<file path="config.mk">
export PLATFORM = sky130hd
export DESIGN_NAME = aof_top
export DESIGN_NICKNAME = d
export VERILOG_FILES = /design/src/inc/aof_pkg.sv /design/src/aof_cutoff_lut.sv /design/src/aof_top.sv
export VERILOG_INCLUDE_DIRS = /design/src /design/src/inc
export SDC_FILE = /design/constraint.sdc
export NUM_CORES = 1
export LEC_CHECK = 0
export ABC_AREA = 1
export BUFFER_PORTS_ARGS = -buffer_cell sky130_fd_sc_hd__buf_2
export CAP_MARGIN = 25
export CORE_MARGIN = 8
export CORE_UTILIZATION = 48
export DETAILED_ROUTE_END_ITERATION = 6
export PLACE_DENSITY = 0.8
export SLEW_MARGIN = 40
export SYNTH_ARGS = -nofsm -noshare
export SYNTH_HDL_FRONTEND = slang
export SYNTH_HIERARCHICAL = 1
export SYNTH_SLANG_ARGS = --single-unit
</file>
<file path="constraint.sdc">
create_clock -name clock_in -period 1.4 [get_ports clock_in]
set_input_delay 0.21 -clock clock_in [delete_from_list [all_inputs] [get_ports clock_in]]
set_output_delay 0.21 -clock clock_in [all_outputs]
set_load 0.005 [all_outputs]
</file>
<file path="src/inc/aof_consts.svh">
// Offsets, field positions, reset values and cutoff table codes of the acceleration output filter configuration.
`ifndef AOF_CONSTS_SVH
`define AOF_CONSTS_SVH

`define AOF_ADDR_IDENTITY   8'h0D
`define AOF_ADDR_RANGE_CFG  8'h0E
`define AOF_ADDR_CUTOFF_CFG 8'h0F

`define AOF_BIT_FILT_OUT    4
`define AOF_BIT_PULSE_BYP   5
`define AOF_BIT_PULSE_LPF   4
`define AOF_RANGE_MASK      8'h13
`define AOF_CUTOFF_MASK     8'h33

`define AOF_RST_RANGE_CFG   8'h00
`define AOF_RST_CUTOFF_CFG  8'h00

// Cutoff is reported as a halving count: 0 is 16 Hz, each step halves it.
`define AOF_SHIFT_NORM_SLOW 4'h3
`define AOF_SHIFT_LPLN_SLOW 4'h5
`define AOF_SHIFT_LP_SLOW   4'h6
`define AOF_ODR_SLOW_FIRST  3'h5

`endif

</file>
<file path="src/inc/aof_pkg.sv">
// Types shared by the acceleration output filter configuration modules.
package aof_pkg;

  typedef enum logic [1:0]
  {
    AOF_OS_NORMAL = 2'h0,
    AOF_OS_LPLN   = 2'h1,
    AOF_OS_HIRES  = 2'h2,
    AOF_OS_LP     = 2'h3
  } aof_osmode_e;

  // Rate codes 0..7 stand for 800, 400, 200, 100, 50, 12.5, 6.25 and 1.56 Hz.
  typedef logic [2:0] aof_odr_t;

  typedef struct packed
  {
    logic [11:0] x;
    logic [11:0] y;
    logic [11:0] z;
  } aof_axes_s;

endpackage

</file>
<file path="src/aof_cutoff_lut.sv">
// Cutoff table: halving count for the current rate, oversampling mode and select code.
`include "aof_consts.svh"
module aof_cutoff_lut
  import aof_pkg::*;
(
  // Operating point
  input  wire aof_osmode_e mode_in,
  input  wire aof_odr_t    odr_in,
  input  wire logic [1:0]  sel_in,
  // Result
  output logic [3:0]       shift_out
);

  logic [3:0] base;
  logic       slow;

  always_comb
  begin
    slow = (odr_in >= `AOF_ODR_SLOW_FIRST);
    case (mode_in)
      AOF_OS_NORMAL:
        base = slow ? `AOF_SHIFT_NORM_SLOW : ((odr_in <= 3'h1) ? 4'h0 : {1'b0, odr_in} - 4'h1);
      AOF_OS_LPLN:
        base = slow ? `AOF_SHIFT_LPLN_SLOW : ((odr_in <= 3'h1) ? 4'h0 : {1'b0, odr_in} - 4'h1);
      AOF_OS_HIRES:
        base = 4'h0;
      default:
        base = slow ? `AOF_SHIFT_LP_SLOW : {1'b0, odr_in};
    endcase
    shift_out = base + {2'b00, sel_in};
  end

endmodule

</file>
<file path="src/aof_top.sv">
// Register file and output routing of the acceleration output filter configuration.
`include "aof_consts.svh"
module aof_top
  import aof_pkg::*;
#(
  // Arbitrary neutral identity value; a custom part may use another.
  parameter logic [7:0] ID_VALUE = 8'h5A
)
(
  // Clock and reset
  input  wire logic        clock_in,
  input  wire logic        reset_n_in,
  // Register port from the serial bus engine
  input  wire logic [7:0]  reg_addr_in,
  input  wire logic        reg_wr_in,
  input  wire logic [7:0]  reg_wdata_in,
  input  wire logic        reg_rd_in,
  output logic [7:0]       reg_rdata_out,
  output logic             reg_rvalid_out,
  // Operating point from the sensor core
  input  wire aof_odr_t    odr_in,
  input  wire aof_osmode_e osmode_in,
  // Sample streams
  input  wire logic        sample_valid_in,
  input  wire aof_axes_s   raw_sample_in,
  input  wire aof_axes_s   hp_sample_in,
  output aof_axes_s        out_sample_out,
  output logic             out_valid_out,
  output aof_axes_s        pulse_sample_out,
  // Configuration towards the core
  output logic [1:0]       full_scale_range_out,
  output logic [3:0]       cutoff_shift_out,
  output logic             filtered_output_select_out,
  output logic             pulse_highpass_bypass_out,
  output logic             pulse_lowpass_enable_out
);

  ////////////////////////////////////////////////////////////////////////////////
  // Registers.

  logic [7:0] range_cfg_ff;
  logic [7:0] cutoff_cfg_ff;
  logic [3:0] nxt_cutoff_shift;

  always_ff @(posedge clock_in or negedge reset_n_in)
  begin
    if (!reset_n_in)
    begin
      range_cfg_ff  <= `AOF_RST_RANGE_CFG;
      cutoff_cfg_ff <= `AOF_RST_CUTOFF_CFG;
    end
    else if (reg_wr_in)
    begin
      // The identity address has no storage, so a write there lands nowhere.
      if (reg_addr_in == `AOF_ADDR_RANGE_CFG)
        range_cfg_ff <= reg_wdata_in & `AOF_RANGE_MASK;
      else if (reg_addr_in == `AOF_ADDR_CUTOFF_CFG)
        cutoff_cfg_ff <= reg_wdata_in & `AOF_CUTOFF_MASK;
    end
  end

  always_ff @(posedge clock_in or negedge reset_n_in)
  begin
    if (!reset_n_in)
    begin
      reg_rdata_out  <= 8'h00;
      reg_rvalid_out <= 1'b0;
    end
    else
    begin
      reg_rvalid_out <= reg_rd_in;
      if (!reg_rd_in)
        reg_rdata_out <= 8'h00;
      else if (reg_addr_in == `AOF_ADDR_IDENTITY)
        reg_rdata_out <= ID_VALUE;
      else if (reg_addr_in == `AOF_ADDR_RANGE_CFG)
        reg_rdata_out <= range_cfg_ff;
      else if (reg_addr_in == `AOF_ADDR_CUTOFF_CFG)
        reg_rdata_out <= cutoff_cfg_ff;
      else
        reg_rdata_out <= 8'h00;
    end
  end

  ////////////////////////////////////////////////////////////////////////////////
  // Configuration outputs. Registered so the core sees one clean update per write.

  aof_cutoff_lut u_lut
  (
    .mode_in   (osmode_in),
    .odr_in    (odr_in),
    .sel_in    (cutoff_cfg_ff[1:0]),
    .shift_out (nxt_cutoff_shift)
  );

  always_ff @(posedge clock_in or negedge reset_n_in)
  begin
    if (!reset_n_in)
    begin
      full_scale_range_out       <= 2'h0;
      cutoff_shift_out           <= 4'h0;
      filtered_output_select_out <= 1'b0;
      pulse_highpass_bypass_out  <= 1'b0;
      pulse_lowpass_enable_out   <= 1'b0;
    end
    else
    begin
      // The reserved range code is passed on as written; the core decides what it means.
      full_scale_range_out       <= range_cfg_ff[1:0];
      cutoff_shift_out           <= nxt_cutoff_shift;
      filtered_output_select_out <= range_cfg_ff[`AOF_BIT_FILT_OUT];
      pulse_highpass_bypass_out  <= cutoff_cfg_ff[`AOF_BIT_PULSE_BYP];
      pulse_lowpass_enable_out   <= cutoff_cfg_ff[`AOF_BIT_PULSE_LPF];
    end
  end

  ////////////////////////////////////////////////////////////////////////////////
  // Sample routing. The select is read from the stored bit, not the delayed copy,
  // so a sample taken the cycle after a write already follows the new setting.

  always_ff @(posedge clock_in or negedge reset_n_in)
  begin
    if (!reset_n_in)
    begin
      out_sample_out   <= '0;
      pulse_sample_out <= '0;
      out_valid_out    <= 1'b0;
    end
    else
    begin
      out_valid_out <= sample_valid_in;
      if (sample_valid_in)
      begin
        out_sample_out   <= range_cfg_ff[`AOF_BIT_FILT_OUT] ? hp_sample_in : raw_sample_in;
        pulse_sample_out <= cutoff_cfg_ff[`AOF_BIT_PULSE_BYP] ? raw_sample_in : hp_sample_in;
      end
    end
  end

  logic wr_range;
  logic wr_cut;
  assign wr_range = reg_wr_in && (reg_addr_in == `AOF_ADDR_RANGE_CFG);
  assign wr_cut   = reg_wr_in && (reg_addr_in == `AOF_ADDR_CUTOFF_CFG);
endmodule

</file>
==> results.tsv, run 1 <==
stage	metric	value	unit
finish	antenna-diode-count	0	
critical_path	setup.worst_path.start	odr_in[1]	
finish	flow.area_growth_from_synthesis	32.5	%
yosys	synthesis.area	4430	sq um
critical_path	path_class	in -> reg	
critical_path	timing.critical_path.arrival	1760	ps
yosys	synth.top_cells.by_area	sky130_fd_sc_hd__dfrtp_1 (54%), sky130_fd_sc_hd__nand2_1 (15%), sky130_fd_sc_hd__a31oi_1 (10%)	
pwr	ir_worst_vdd	0.477	mV
pwr	power.sequential.fraction	52.2	%
route	post-route-drc-count	0	
place	place.port_buffers	182	
sta	slew_headroom	63.1	%
sta	worst_path_setup_slack_after_routing	-79.4	ps
hold_path	hold_class	in -> reg	
die	floorplan.initialDensity	48.7	%
route	detailroute.via_count	4513	
grt	grt_util_overall	21.4	%
die	coreArea	9110	sq um
place	place_hpwl	10.1	mm
status	violations	negative setup slack	
yosys	netlist.top_cell.by_area	sky130_fd_sc_hd__dfrtp_1	
cts	cts_root_buffer	sky130_fd_sc_hd__clkbuf_8	
place	pre_cts_slack	-585	ps
status	outcome	complete, but fails checks	
route	routed_wirelength	13.8	mm
pwr	power_share_of_the_combinational_group	20.5	%
finish	seq_area	2380	sq um
finish	multi_input_area	1890	sq um
finish	final.fill_count	740	
sta	hold-worst-slack	28.2	ps
pwr	power_report.internal_total	0.00418	W
run	maxCapViolCount	0	
cts	cts_buffer_depth	2	
place	gp_routability_congestion	0.830	
cts	clk_latency	340	ps
yosys	syn_inst	530	
grt	pin_count_of_the_biggest_net_entering_global_routing	96	
route	drt_iter0_markers	447	
yosys	synth_largest_type_area_fraction	53.6	%
grt	antenna_found_initial	0	
sta	hold_viol	0	
die	io_pins	189	
yosys	seq_cells_post_synth	95	
grt	grt_pass1_vias	4568	
yosys	postSynth.asyncResetShare	100	%
sta	number_of_setup_violations_in_the_final_report	3	
critical_path	end_kind	flip-flop	
hold_path	holdCritStartpoint	reg_rd_in	
critical_path	timing.reg2reg.worst_path_depth	5	
route	detailedRoute.firstPassIterationCount	5	
grt	grt-ovfl-total	0	
place	numPlacedInstances	812	
yosys	synthFlopType	sky130_fd_sc_hd__dfrtp_1	
yosys	yosysSeqAreaShare	53.6	%
grt	grt_first_pass_wirelength	22.2	mm
critical_path	startpoint_type	input pin	
pwr	power.density	1010	nW/um^2
yosys	synthDistinctLibCells	29	
pwr	net_sw_power	0.00174	W
pwr	power_frac_clock	27.3	%
route	ant_nets	0	
critical_path	crit-reg2reg-launch	cutoff_cfg_ff[0]	
cts	tritoncts	yes	
finish	final_layout_size_suffix_gt1_share	35.6	%
sta	worst_clock_skew	7.59	ps
critical_path	critical_path_peak_fanout	3	
finish	finish.cell_count_without_fillers	831	
die	die_area	12600	sq um
cts	numClockSinks	95	
sta	layout_min_cycle_time	1480	ps
pwr	switching_share	29.4	%
route	routed_via_density	5.43	
hold_path	timing.hold.worst_path_depth	1	
die	number_of_placement_rows	35	
sta	post-route-period-util	106	%
finish	final_net_count	820	
yosys	avgSynthCellArea	8.36	sq um
pwr	static-leakage-power	2.98	nW
cts	path_clk_slew	90	ps
sta	max_clock_freq	0.676	GHz
die	die_width	112	um
cts	tritoncts.num_buffers	9	
yosys	synth-warning-count	6	
yosys	synth_edf_count	0	
sta	slew_violations	0	
critical_path	cp_data_required_time	1690	ps
sta	rsz0062_at_grt	yes	
cts	clock_tree.htree_level_count	3	
sta	worst_slew_pin_slew	553	ps
route	wl_per_cell	16.6	um
die	die_h	112	um
path summary, 6_finish.rpt:
check	slack (ps)	endpoint
min in group asynchronous	410	out_sample_out[15]
setup reg to reg	160	cutoff_shift_out[2]
hold / removal	30	reg_rvalid_out
hold reg to reg	430	full_scale_range_out[1]
max in group asynchronous	510	pulse_sample_out[6]
setup / recovery	-80	cutoff_shift_out[2]
through the flow:
stage / power [W] / cell area, sq um / setup TNS (ps) / util [%]
after floorplan: 0.00366 / 4500 / -532 / -
after global placement: 0.00426 / 5600 / -1260 / 61.4
after detailed placement: 0.00431 / 5600 / -1560 / 61.4
after CTS: 0.00594 / 5820 / 0 / 63.9
after global routing: 0.00624 / 5870 / -258 / 64.5
final: 0.00591 / 5870 / -154 / 64.5
power groups by stage:
| stage | sequential [W] | clock [W] | combinational (W) |
|---|---|---|---|
| 3_3_place_gp | 0.00313 | 0 | 0.00113 |
| 5_1_grt | 0.00312 | 0.00177 | 0.00135 |
| 6_report | 0.00309 | 0.00161 | 0.00121 |
| 2_1_floorplan | 0.00315 | 0 | 0.000509 |
| 4_1_cts | 0.00309 | 0.00166 | 0.00119 |
| 3_5_place_dp | 0.00314 | 0 | 0.00117 |
layer usage:
| metal | track usage, % | share of wire (%) | wire (um) |
|---|---|---|---|
| met5 | 0 | 0 | 0 |
| met4 | 8.00 | 2.2 | 297 |
| met3 | 6.01 | 8.9 | 1220 |
| met2 | 35.0 | 48 | 6650 |
| met1 | 26.5 | 41 | 5590 |
sequential cells by signal, indices dropped and copies added (netlist names):
register                    flops
cutoff_cfg_ff                   4
reg_rdata_out                   5
cutoff_shift_out                4
out_sample_out                 36
reg_rvalid_out                  1
pulse_highpass_bypass_out       1
filtered_output_select_out      1
range_cfg_ff                    3
pulse_sample_out               36
out_valid_out                   1
pulse_lowpass_enable_out        1
full_scale_range_out            2
timing repair:
| action | 4_1_cts | 5_1_grt |
|---|---|---|
| buffers inserted | 1 | 2 |
| setup endpoints to repair | 3 | 3 |
| hold buffers | 1 | 0 |
| gates cloned | 0 | 0 |
| hold endpoints to repair | 95 | 0 |
| pin swaps | 6 | 6 |
| gates resized for setup | 11 | 9 |
cell usage after synthesis, drive strengths merged (2+ instances only):
cell      n
a21oi     2
buf      30
clkbuf    3
ha        5
inv      19
a31oi    72
o21ai     7
nor3      2
nand3    17
nand2   185
clkinv    2
nor2     85
dfrtp    95
layout by cell type, fill, tap and decap left out, types with 2 or more instances in the layout:
cell	n
sky130_fd_sc_hd__a21oi_1	2
sky130_fd_sc_hd__a31oi_1	72
sky130_fd_sc_hd__buf_12	6
sky130_fd_sc_hd__buf_2	178
sky130_fd_sc_hd__buf_4	21
sky130_fd_sc_hd__clkbuf_8	10
sky130_fd_sc_hd__clkinv_2	2
sky130_fd_sc_hd__clkinv_4	3
sky130_fd_sc_hd__conb_1	2
sky130_fd_sc_hd__dfrtp_1	95
sky130_fd_sc_hd__ha_4	4
sky130_fd_sc_hd__inv_1	11
sky130_fd_sc_hd__inv_2	6
sky130_fd_sc_hd__nand2_1	178
sky130_fd_sc_hd__nand2_2	5
sky130_fd_sc_hd__nand2_4	2
sky130_fd_sc_hd__nand3_1	14
sky130_fd_sc_hd__nand3_2	3
sky130_fd_sc_hd__nor2_1	78
sky130_fd_sc_hd__nor2_4	6
sky130_fd_sc_hd__o21ai_0	2
sky130_fd_sc_hd__o21ai_1	2
sky130_fd_sc_hd__o21ai_2	3
critical path: stages:
cell	delay, ps
sky130_fd_sc_hd__buf_12	90
sky130_fd_sc_hd__inv_12	30
sky130_fd_sc_hd__ha_4	170
sky130_fd_sc_hd__nor2_4	80
sky130_fd_sc_hd__nand2_2	90
sky130_fd_sc_hd__nand2_2	100
sky130_fd_sc_hd__o21ai_2	60
sky130_fd_sc_hd__o211ai_1	100
sky130_fd_sc_hd__o21ai_2	100
sky130_fd_sc_hd__buf_4	150
sky130_fd_sc_hd__fa_2	370
sky130_fd_sc_hd__inv_2	60
sky130_fd_sc_hd__nand2_1	70
sky130_fd_sc_hd__nand2_1	70
area by class of cell:
class | count | share of cell area (%)
sequential | 95 | 40.5
multi-input combinational | 382 | 32.2
timing repair buffer | 207 | 20.3
tap | 111 | 2.37
clock buffer | 10 | 2.34
inverter | 21 | 1.73
clock inverter | 5 | 0.597
cells by family after synthesis:
kind of cell             synth area share (%)
AND/OR/NAND/NOR                          27.0
flip-flops                               53.6
AO/OA/AOI/OAI                            11.5
buffers and inverters                    5.84
adder cells (fa/ha/maj)                  1.86
other                                  0.0846
(Power assumes the default switching activity.)
==> run 2, diff against run 1 <==
Settings changed: TNS_END_PERCENT set to 50.
==> results.tsv, run 2 (synthesized netlist as in run 1, its figures left out) <==
stage	metric	value	unit	change
sta	worst_slew_pin_slew	511	ps	-42.0 ps
pwr	power_frac_clock	30.1	%	+2.8 points
grt	grt_pass1_vias	4524		-0.96%
pwr	switching_share	29.2	%	-0.17 points
status	violations	negative setup slack		
pwr	net_sw_power	0.00179	W	+2.8%
grt	pin_count_of_the_biggest_net_entering_global_routing	96		unchanged
finish	seq_area	2380	sq um	unchanged
die	number_of_placement_rows	35		unchanged
die	io_pins	189		unchanged
place	place.port_buffers	182		unchanged
place	place_hpwl	9.95	mm	-1.0%
finish	antenna-diode-count	0		unchanged
sta	final.setup.tns	-71.3	ps	+83.1 ps
cts	cts_root_buffer	sky130_fd_sc_hd__clkbuf_8		
run	maxCapViolCount	0		unchanged
sta	slew_violations	0		unchanged
sta	layout_min_cycle_time	1460	ps	-19.8 ps
hold_path	hold_class	in -> reg		
sta	post-route-period-util	104	%	-1.4 points
finish	flow.area_growth_from_synthesis	32.6	%	about the same
sta	worst_clock_skew	7.05	ps	-0.544 ps
finish	final_design_area_no_fill	5870	sq um	about the same
die	die_area	12600	sq um	unchanged
place	numPlacedInstances	811		-0.12%
sta	slew_headroom	66.0	%	+2.8 points
die	die_h	112	um	unchanged
finish	final_net_count	818		-0.24%
die	die_width	112	um	unchanged
critical_path	crit_path_max_incr_delay	270	ps	-100 ps
finish	final_util	64.5	%	about the same
sta	hold_viol	0		unchanged
grt	grt_first_pass_wirelength	21.9	mm	-1.3%
critical_path	cp_data_required_time	1680	ps	about the same
route	drt_iter0_markers	328		-27%
sta	worst_path_setup_slack_after_routing	-59.7	ps	+19.8 ps
pwr	power_report.internal_total	0.00433	W	+3.7%
critical_path	worst_path_dominant_cell_family	adder cells		
grt	grt-ovfl-total	0		unchanged
sta	number_of_setup_violations_in_the_final_report	2		-1
cts	tritoncts.num_buffers	9		unchanged
pwr	ir_worst_vdd	0.563	mV	+18%
finish	final.fill_count	759		+2.6%
route	detailedRoute.firstPassIterationCount	4		-1
grt	antenna_found_initial	0		unchanged
critical_path	end_kind	flip-flop		
cts	path_clk_slew	100	ps	about the same
die	coreArea	9110	sq um	unchanged
route	wl_per_cell	16.1	um	-2.9%
route	detailroute.via_count	4401		-2.5%
pwr	power.density	1040	nW/um^2	+3.4%
cts	clock_tree.htree_level_count	3		unchanged
sta	hold-worst-slack	86.1	ps	+57.9 ps
finish	multi_input_area	1870	sq um	-1.1%
finish	commonest_non_fill_non_tap_cells_in_the_layout	sky130_fd_sc_hd__buf_2 (178), sky130_fd_sc_hd__nand2_1 (177), sky130_fd_sc_hd__dfrtp_1 (95)		
critical_path	critical_path_peak_fanout	3		unchanged
status	outcome	complete, but fails checks		
finish	biggestRegsByFlops	out_sample_out x36, pulse_sample_out x36, reg_rdata_out x5		
grt	grt_util_overall	21.3	%	-0.15 points
cts	clk_latency	350	ps	about the same
sta	max_clock_freq	0.685	GHz	+1.4%
finish	final_layout_size_suffix_gt1_share	35.3	%	-0.23 points
finish	leading_cell_type_in_the_layout_fill_and_taps_excluded	sky130_fd_sc_hd__buf_2		
place	dpl_cell_area	5600	sq um	about the same
route	post-route-drc-count	0		unchanged
route	ant_nets	0		unchanged
pwr	static-leakage-power	2.98	nW	about the same
cts	numClockSinks	95		unchanged
critical_path	worstPathCellList	buf_8 > inv_6 > ha_4 > ha_4 > clkinv_4 > nand2_4 > o21ai_2 > o211ai_1 > o21ai_2 > ha_1 > a21o_1 > nand2_1 > nand2_1 > nand2_1		
critical_path	critical-path-slowest-cell	sky130_fd_sc_hd__ha_1		
sta	rsz0062_at_grt	yes		
route	routed_via_density	5.30		-2.4%
cts	cts_buffer_depth	2		unchanged
critical_path	path_class	in -> reg		
route	routed_wirelength	13.3	mm	-3.0%
critical_path	critical-path-top-cell-by-count	sky130_fd_sc_hd__nand2_1		
pwr	power_share_of_the_combinational_group	19.5	%	-1.0 points
finish	finish.cell_count_without_fillers	830		-0.12%
pwr	power.sequential.fraction	50.5	%	-1.7 points
cts	tritoncts	yes		
die	floorplan.initialDensity	48.7	%	unchanged
critical_path	timing.critical_path.arrival	1740	ps	-20 ps
critical_path	startpoint_type	input pin		
place	gp_routability_congestion	0.879		+5.9%
critical_path	critPathBufInv	3		-1
-- run 2: cell count changes in the layout (fill, tap and decap cells not counted), sizes merged --
cell	delta
buf	-3
inv	+3
clkinv	-2
bufinv	+1
clkbuf	-1
dlygate4sd3	+1
-- run 2: cell type report --
| type | instances | share of cell area, % |
|---|---|---|
| clock buffers | 9 | 2.11 |
| flip-flops and latches | 95 | 40.5 |
| inverters | 21 | 1.73 |
| clock inverters | 7 | 1.32 |
| repair buffers | 205 | 20.2 |
| multi-input cells | 382 | 31.8 |
| well taps | 111 | 2.36 |
-- run 2: worst paths after layout --
kind / from / end / slack [ps] / cells past startpoint
min reg2reg: range_cfg_ff[0] / full_scale_range_out[0] / 420 / 0
max reg2reg: cutoff_cfg_ff[0] / cutoff_shift_out[2] / 150 / 4
min in group asynchronous: reset_n_in / pulse_sample_out[16] / 440 / 3
max in group asynchronous: reset_n_in / out_sample_out[33] / 550 / 3
max: odr_in[0] / cutoff_shift_out[3] / -60 / 14
min: reg_wdata_in[0] / range_cfg_ff[0] / 90 / 3
-- run 2: layer usage --
metal | share of wire, % | wire length (um) | track usage [%]
met1 | 40 | 5280 | 25.3
met2 | 49 | 6590 | 35.8
met3 | 8.8 | 1170 | 6.01
met4 | 2.2 | 292 | 8.27
met5 | 0 | 0 | 0
-- run 2: power by group through the flow --
stage                     Combinational, W  Clock, W  Sequential, W
after global routing               0.00133   0.00200        0.00311
after floorplan                   0.000509         0        0.00315
after detailed placement           0.00118         0        0.00314
after CTS                          0.00120   0.00189        0.00309
after global placement             0.00114         0        0.00313
final                              0.00119   0.00184        0.00309
-- run 2: metrics by stage --
step / power (W) / setup WS (ps)
after global routing: 0.00645 / -90.8
after detailed placement: 0.00431 / -592
after CTS: 0.00617 / -15.1
final: 0.00612 / -59.7
after global placement: 0.00427 / -484
after floorplan: 0.00366 / -231
-- run 2: timing repair --
item | 4_1_cts | 5_1_grt
pin swaps | 5 | 7
endpoints found under the hold margin | 96 | 0
setup endpoints to repair | 3 | 3
gates resized for setup | 9 | 7
hold buffers | 2 | 0
buffers inserted | 1 | 0
-- run 2: tightest hold or removal path, stage by stage --
cell                      delay (ps)
sky130_fd_sc_hd__buf_2            90
sky130_fd_sc_hd__nand2_1          50
sky130_fd_sc_hd__nand2_1          50
==> run 3, diff against run 2 <==
Settings changed: CORE_UTILIZATION 48 to 49, PLACE_DENSITY 0.8 to 0.81, SYNTH_HIERARCHICAL 1 to not set.
==> results.tsv, run 3 <==
stage	metric	value	unit	change
critical_path	reg2reg_setup_slack	120	ps	-30 ps
critical_path	crit-reg2reg-launch	cutoff_cfg_ff[0]		
critical_path	startpoint_type	input pin		
critical_path	setup.worst_path.start	odr_in[1]		
grt	antenna_found_initial	1		+1
status	violations	negative setup slack		
yosys	seq_cells_post_synth	95		unchanged
die	io_pins	189		unchanged
yosys	synthDistinctLibCells	26		-10%
finish	final.fill_count	769		+1.3%
cts	cts_buffer_depth	2		unchanged
pwr	power.density	974	nW/um^2	-6.4%
sta	number_of_setup_violations_in_the_final_report	3		+1
route	drt_iter0_markers	348		+6.1%
die	number_of_placement_rows	35		unchanged
finish	commonest_non_fill_non_tap_cells_in_the_layout	sky130_fd_sc_hd__buf_2 (178), sky130_fd_sc_hd__nand2_1 (93), sky130_fd_sc_hd__dfrtp_1 (93)		
grt	grt_util_overall	20.0	%	-1.2 points
critical_path	crit-reg2reg-capture	cutoff_shift_out[2]		
finish	seq_area	2380	sq um	+0.11%
yosys	synth.top_cells.by_count	sky130_fd_sc_hd__dfrtp_1 (95), sky130_fd_sc_hd__nand2_1 (95), sky130_fd_sc_hd__inv_1 (93)		
critical_path	cp_data_required_time	1690	ps	about the same
pwr	power.sequential.fraction	51.5	%	+1.0 points
die	coreArea	9240	sq um	+1.4%
yosys	synth.top_cells.by_area	sky130_fd_sc_hd__dfrtp_1 (51%), sky130_fd_sc_hd__nand2_1 (7.6%), sky130_fd_sc_hd__inv_1 (7.5%)		
die	floorplan.initialDensity	50.6	%	+1.9 points
place	gp_routability_congestion	0.926		+5.4%
cts	clk_latency	340	ps	about the same
critical_path	timing.reg2reg.worst_path_depth	4		unchanged
place	place.port_buffers	182		unchanged
sta	post-route-period-util	109	%	+4.8 points
sta	rsz0062_at_grt	yes		
route	detailedRoute.firstPassIterationCount	5		+1
hold_path	hold_class	in -> reg		
hold_path	holdCritStartpoint	reg_rd_in		
route	routed_via_density	5.12		-3.5%
yosys	avgSynthCellArea	8.38	sq um	+0.18%
route	post-route-drc-count	0		unchanged
cts	cts_root_buffer	sky130_fd_sc_hd__clkbuf_8		
pwr	power_frac_clock	29.2	%	-0.9 points
finish	finish.cell_count_without_fillers	872		+5.1%
critical_path	path_class	in -> reg		
place	numPlacedInstances	853		+5.2%
finish	leading_cell_type_in_the_layout_fill_and_taps_excluded	sky130_fd_sc_hd__buf_2		
status	outcome	complete, but fails checks		
yosys	postSynth.asyncResetShare	100	%	unchanged
critical_path	end_kind	flip-flop		
cts	tritoncts	yes		
sta	max_clock_freq	0.655	GHz	-4.4%
cts	tritoncts.num_buffers	9		unchanged
hold_path	timing.hold.worst_path_depth	1		-2
grt	grt-ovfl-total	0		unchanged
cts	path_clk_slew	90	ps	about the same
route	routed_wirelength	13.6	mm	+1.6%
yosys	synth-warning-count	0		-6
yosys	synthesis.area	4670	sq um	+5.5%
pwr	power_report.internal_total	0.00434	W	+0.23%
pwr	power_share_of_the_combinational_group	19.2	%	-0.3 points
pwr	switching_share	27.4	%	-1.8 points
yosys	yosysSeqAreaShare	50.9	%	-2.8 points
pwr	static-leakage-power	3.11	nW	+4.5%
cts	clock_tree.htree_level_count	3		unchanged
sta	worst_clock_skew	8.72	ps	+1.67 ps
finish	flow.area_growth_from_synthesis	31.3	%	
yosys	syn_inst	558		+5.3%
hold_path	hold_path_end	reg_rvalid_out		
cts	numClockSinks	95		unchanged
route	ant_nets	0		unchanged
route	wl_per_cell	15.5	um	-3.3%
run	maxCapViolCount	0		unchanged
yosys	synth_largest_type_area_fraction	50.9	%	-2.8 points
place	place_hpwl	9.86	mm	-0.89%
sta	slew_violations	0		unchanged
die	die_area	12900	sq um	+2.8%
finish	biggestRegsByFlops	out_sample_out x36, pulse_sample_out x36, reg_rdata_out x5		
grt	pin_count_of_the_biggest_net_entering_global_routing	66		-31%
grt	grt_first_pass_wirelength	21.3	mm	-2.7%
grt	grt_pass1_vias	4548		+0.53%
yosys	synth_edf_count	0		unchanged
sta	worst_path_setup_slack_after_routing	-127	ps	-67.6 ps
sta	final.setup.tns	-242	ps	-171 ps
finish	final_net_count	843		+3.1%
pwr	ir_worst_vdd	0.724	mV	+29%
die	die_width	114	um	+1.4%
die	die_h	114	um	+1.4%
yosys	netlist.top_cell.by_area	sky130_fd_sc_hd__dfrtp_1		
sta	hold_viol	0		unchanged
route	detailroute.via_count	4464		+1.4%
critical_path	critical_path_peak_fanout	3		unchanged
yosys	synthFlopType	sky130_fd_sc_hd__dfrtp_1		
finish	final_layout_size_suffix_gt1_share	32.6	%	-2.7 points
sta	layout_min_cycle_time	1530	ps	+67.6 ps
critical_path	timing.critical_path.arrival	1820	ps	+80 ps
pwr	net_sw_power	0.00164	W	-8.2%
finish	multi_input_area	1840	sq um	-1.2%
==> run 3: what timing repair did <==
item                                   in CTS  in global routing
endpoints found under the hold margin      22                  0
pin swaps                                  11                  0
setup buffers                               3                  0
hold buffers                                1                  0
setup endpoints to repair                   3                  3
gates resized for setup                    18                  3
==> run 3: kinds of logic (layout without fill, tap and decap cells) <==
group / after synthesis / count (layout) / share of synthesized area [%]
other: 1 / 3 / 0.0802
AOI/OAI and AO/OA: 159 / 159 / 21.0
and+or+nand+nor: 168 / 168 / 14.9
DFF: 95 / 95 / 50.9
buffers and inverters: 129 / 312 / 11.4
adders and majority gates: 6 / 6 / 1.77
==> run 3: worst max-delay path: stages <==
cell and delay, ps:
sky130_fd_sc_hd__buf_12 110, sky130_fd_sc_hd__buf_4 150, sky130_fd_sc_hd__o21ai_2 140, sky130_fd_sc_hd__nand3_1 150
sky130_fd_sc_hd__o22ai_1 190, sky130_fd_sc_hd__inv_1 70, sky130_fd_sc_hd__ha_2 190, sky130_fd_sc_hd__fa_2 360
sky130_fd_sc_hd__nand3b_1 170, sky130_fd_sc_hd__nand2_1 70
==> run 3: worst max path at each step <==
stage                                     end  slack (ps)  cells past startpoint
after floorplan           cutoff_shift_out[3]        -230                     12
after global placement    cutoff_shift_out[2]        -470                     13
after detailed placement  cutoff_shift_out[2]        -630                     13
after CTS                 cutoff_shift_out[2]          -9                     13
after global routing      cutoff_shift_out[2]        -140                     10
final                     cutoff_shift_out[2]        -130                     10
==> run 3: area by class of cell <==
class | instances | share of cell area, %
inverters | 94 | 6.11
flip-flops and latches | 95 | 38.8
repair buffers | 204 | 19.4
clock buffers | 11 | 2.30
diodes | 1 | 0.0408
well taps | 129 | 2.63
clock inverters | 3 | 0.734
multi-input cells | 335 | 30.0
==> run 3: routing by layer <==
metal / vias to the layer above / part of all wire (%) / GRT usage (%) / wire (um)
li1: 2147 / - / - / -
met4: 0 / 1.9 / 6.93 / 263
met5: - / 0 / 0 / 0
met3: 23 / 8.0 / 6.34 / 1080
met2: 168 / 49 / 33.8 / 6630
met1: 2126 / 41 / 23.6 / 5580
==> run 3: through the flow <==
stage	total power [W]	hold WS (ps)	cell area [sq um]	setup WS [ps]	util [%]
after floorplan	0.00363	-85.6	4730	-233	-
final	0.00598	42.5	6140	-127	66.4
after global routing	0.00627	21.0	6140	-142	66.4
after CTS	0.00603	20.4	6120	-8.77	66.3
after detailed placement	0.00425	142	5840	-626	63.2
after global placement	0.00419	140	5840	-473	63.2
==> run 3: power groups by stage <==
stage	registers, W	clock network (W)	logic (W)
floorplan	0.00314	0	0.000494
global placement	0.00312	0	0.00107
detailed placement	0.00313	0	0.00112
CTS	0.00308	0.00181	0.00115
global route	0.00310	0.00188	0.00128
finish	0.00308	0.00175	0.00115
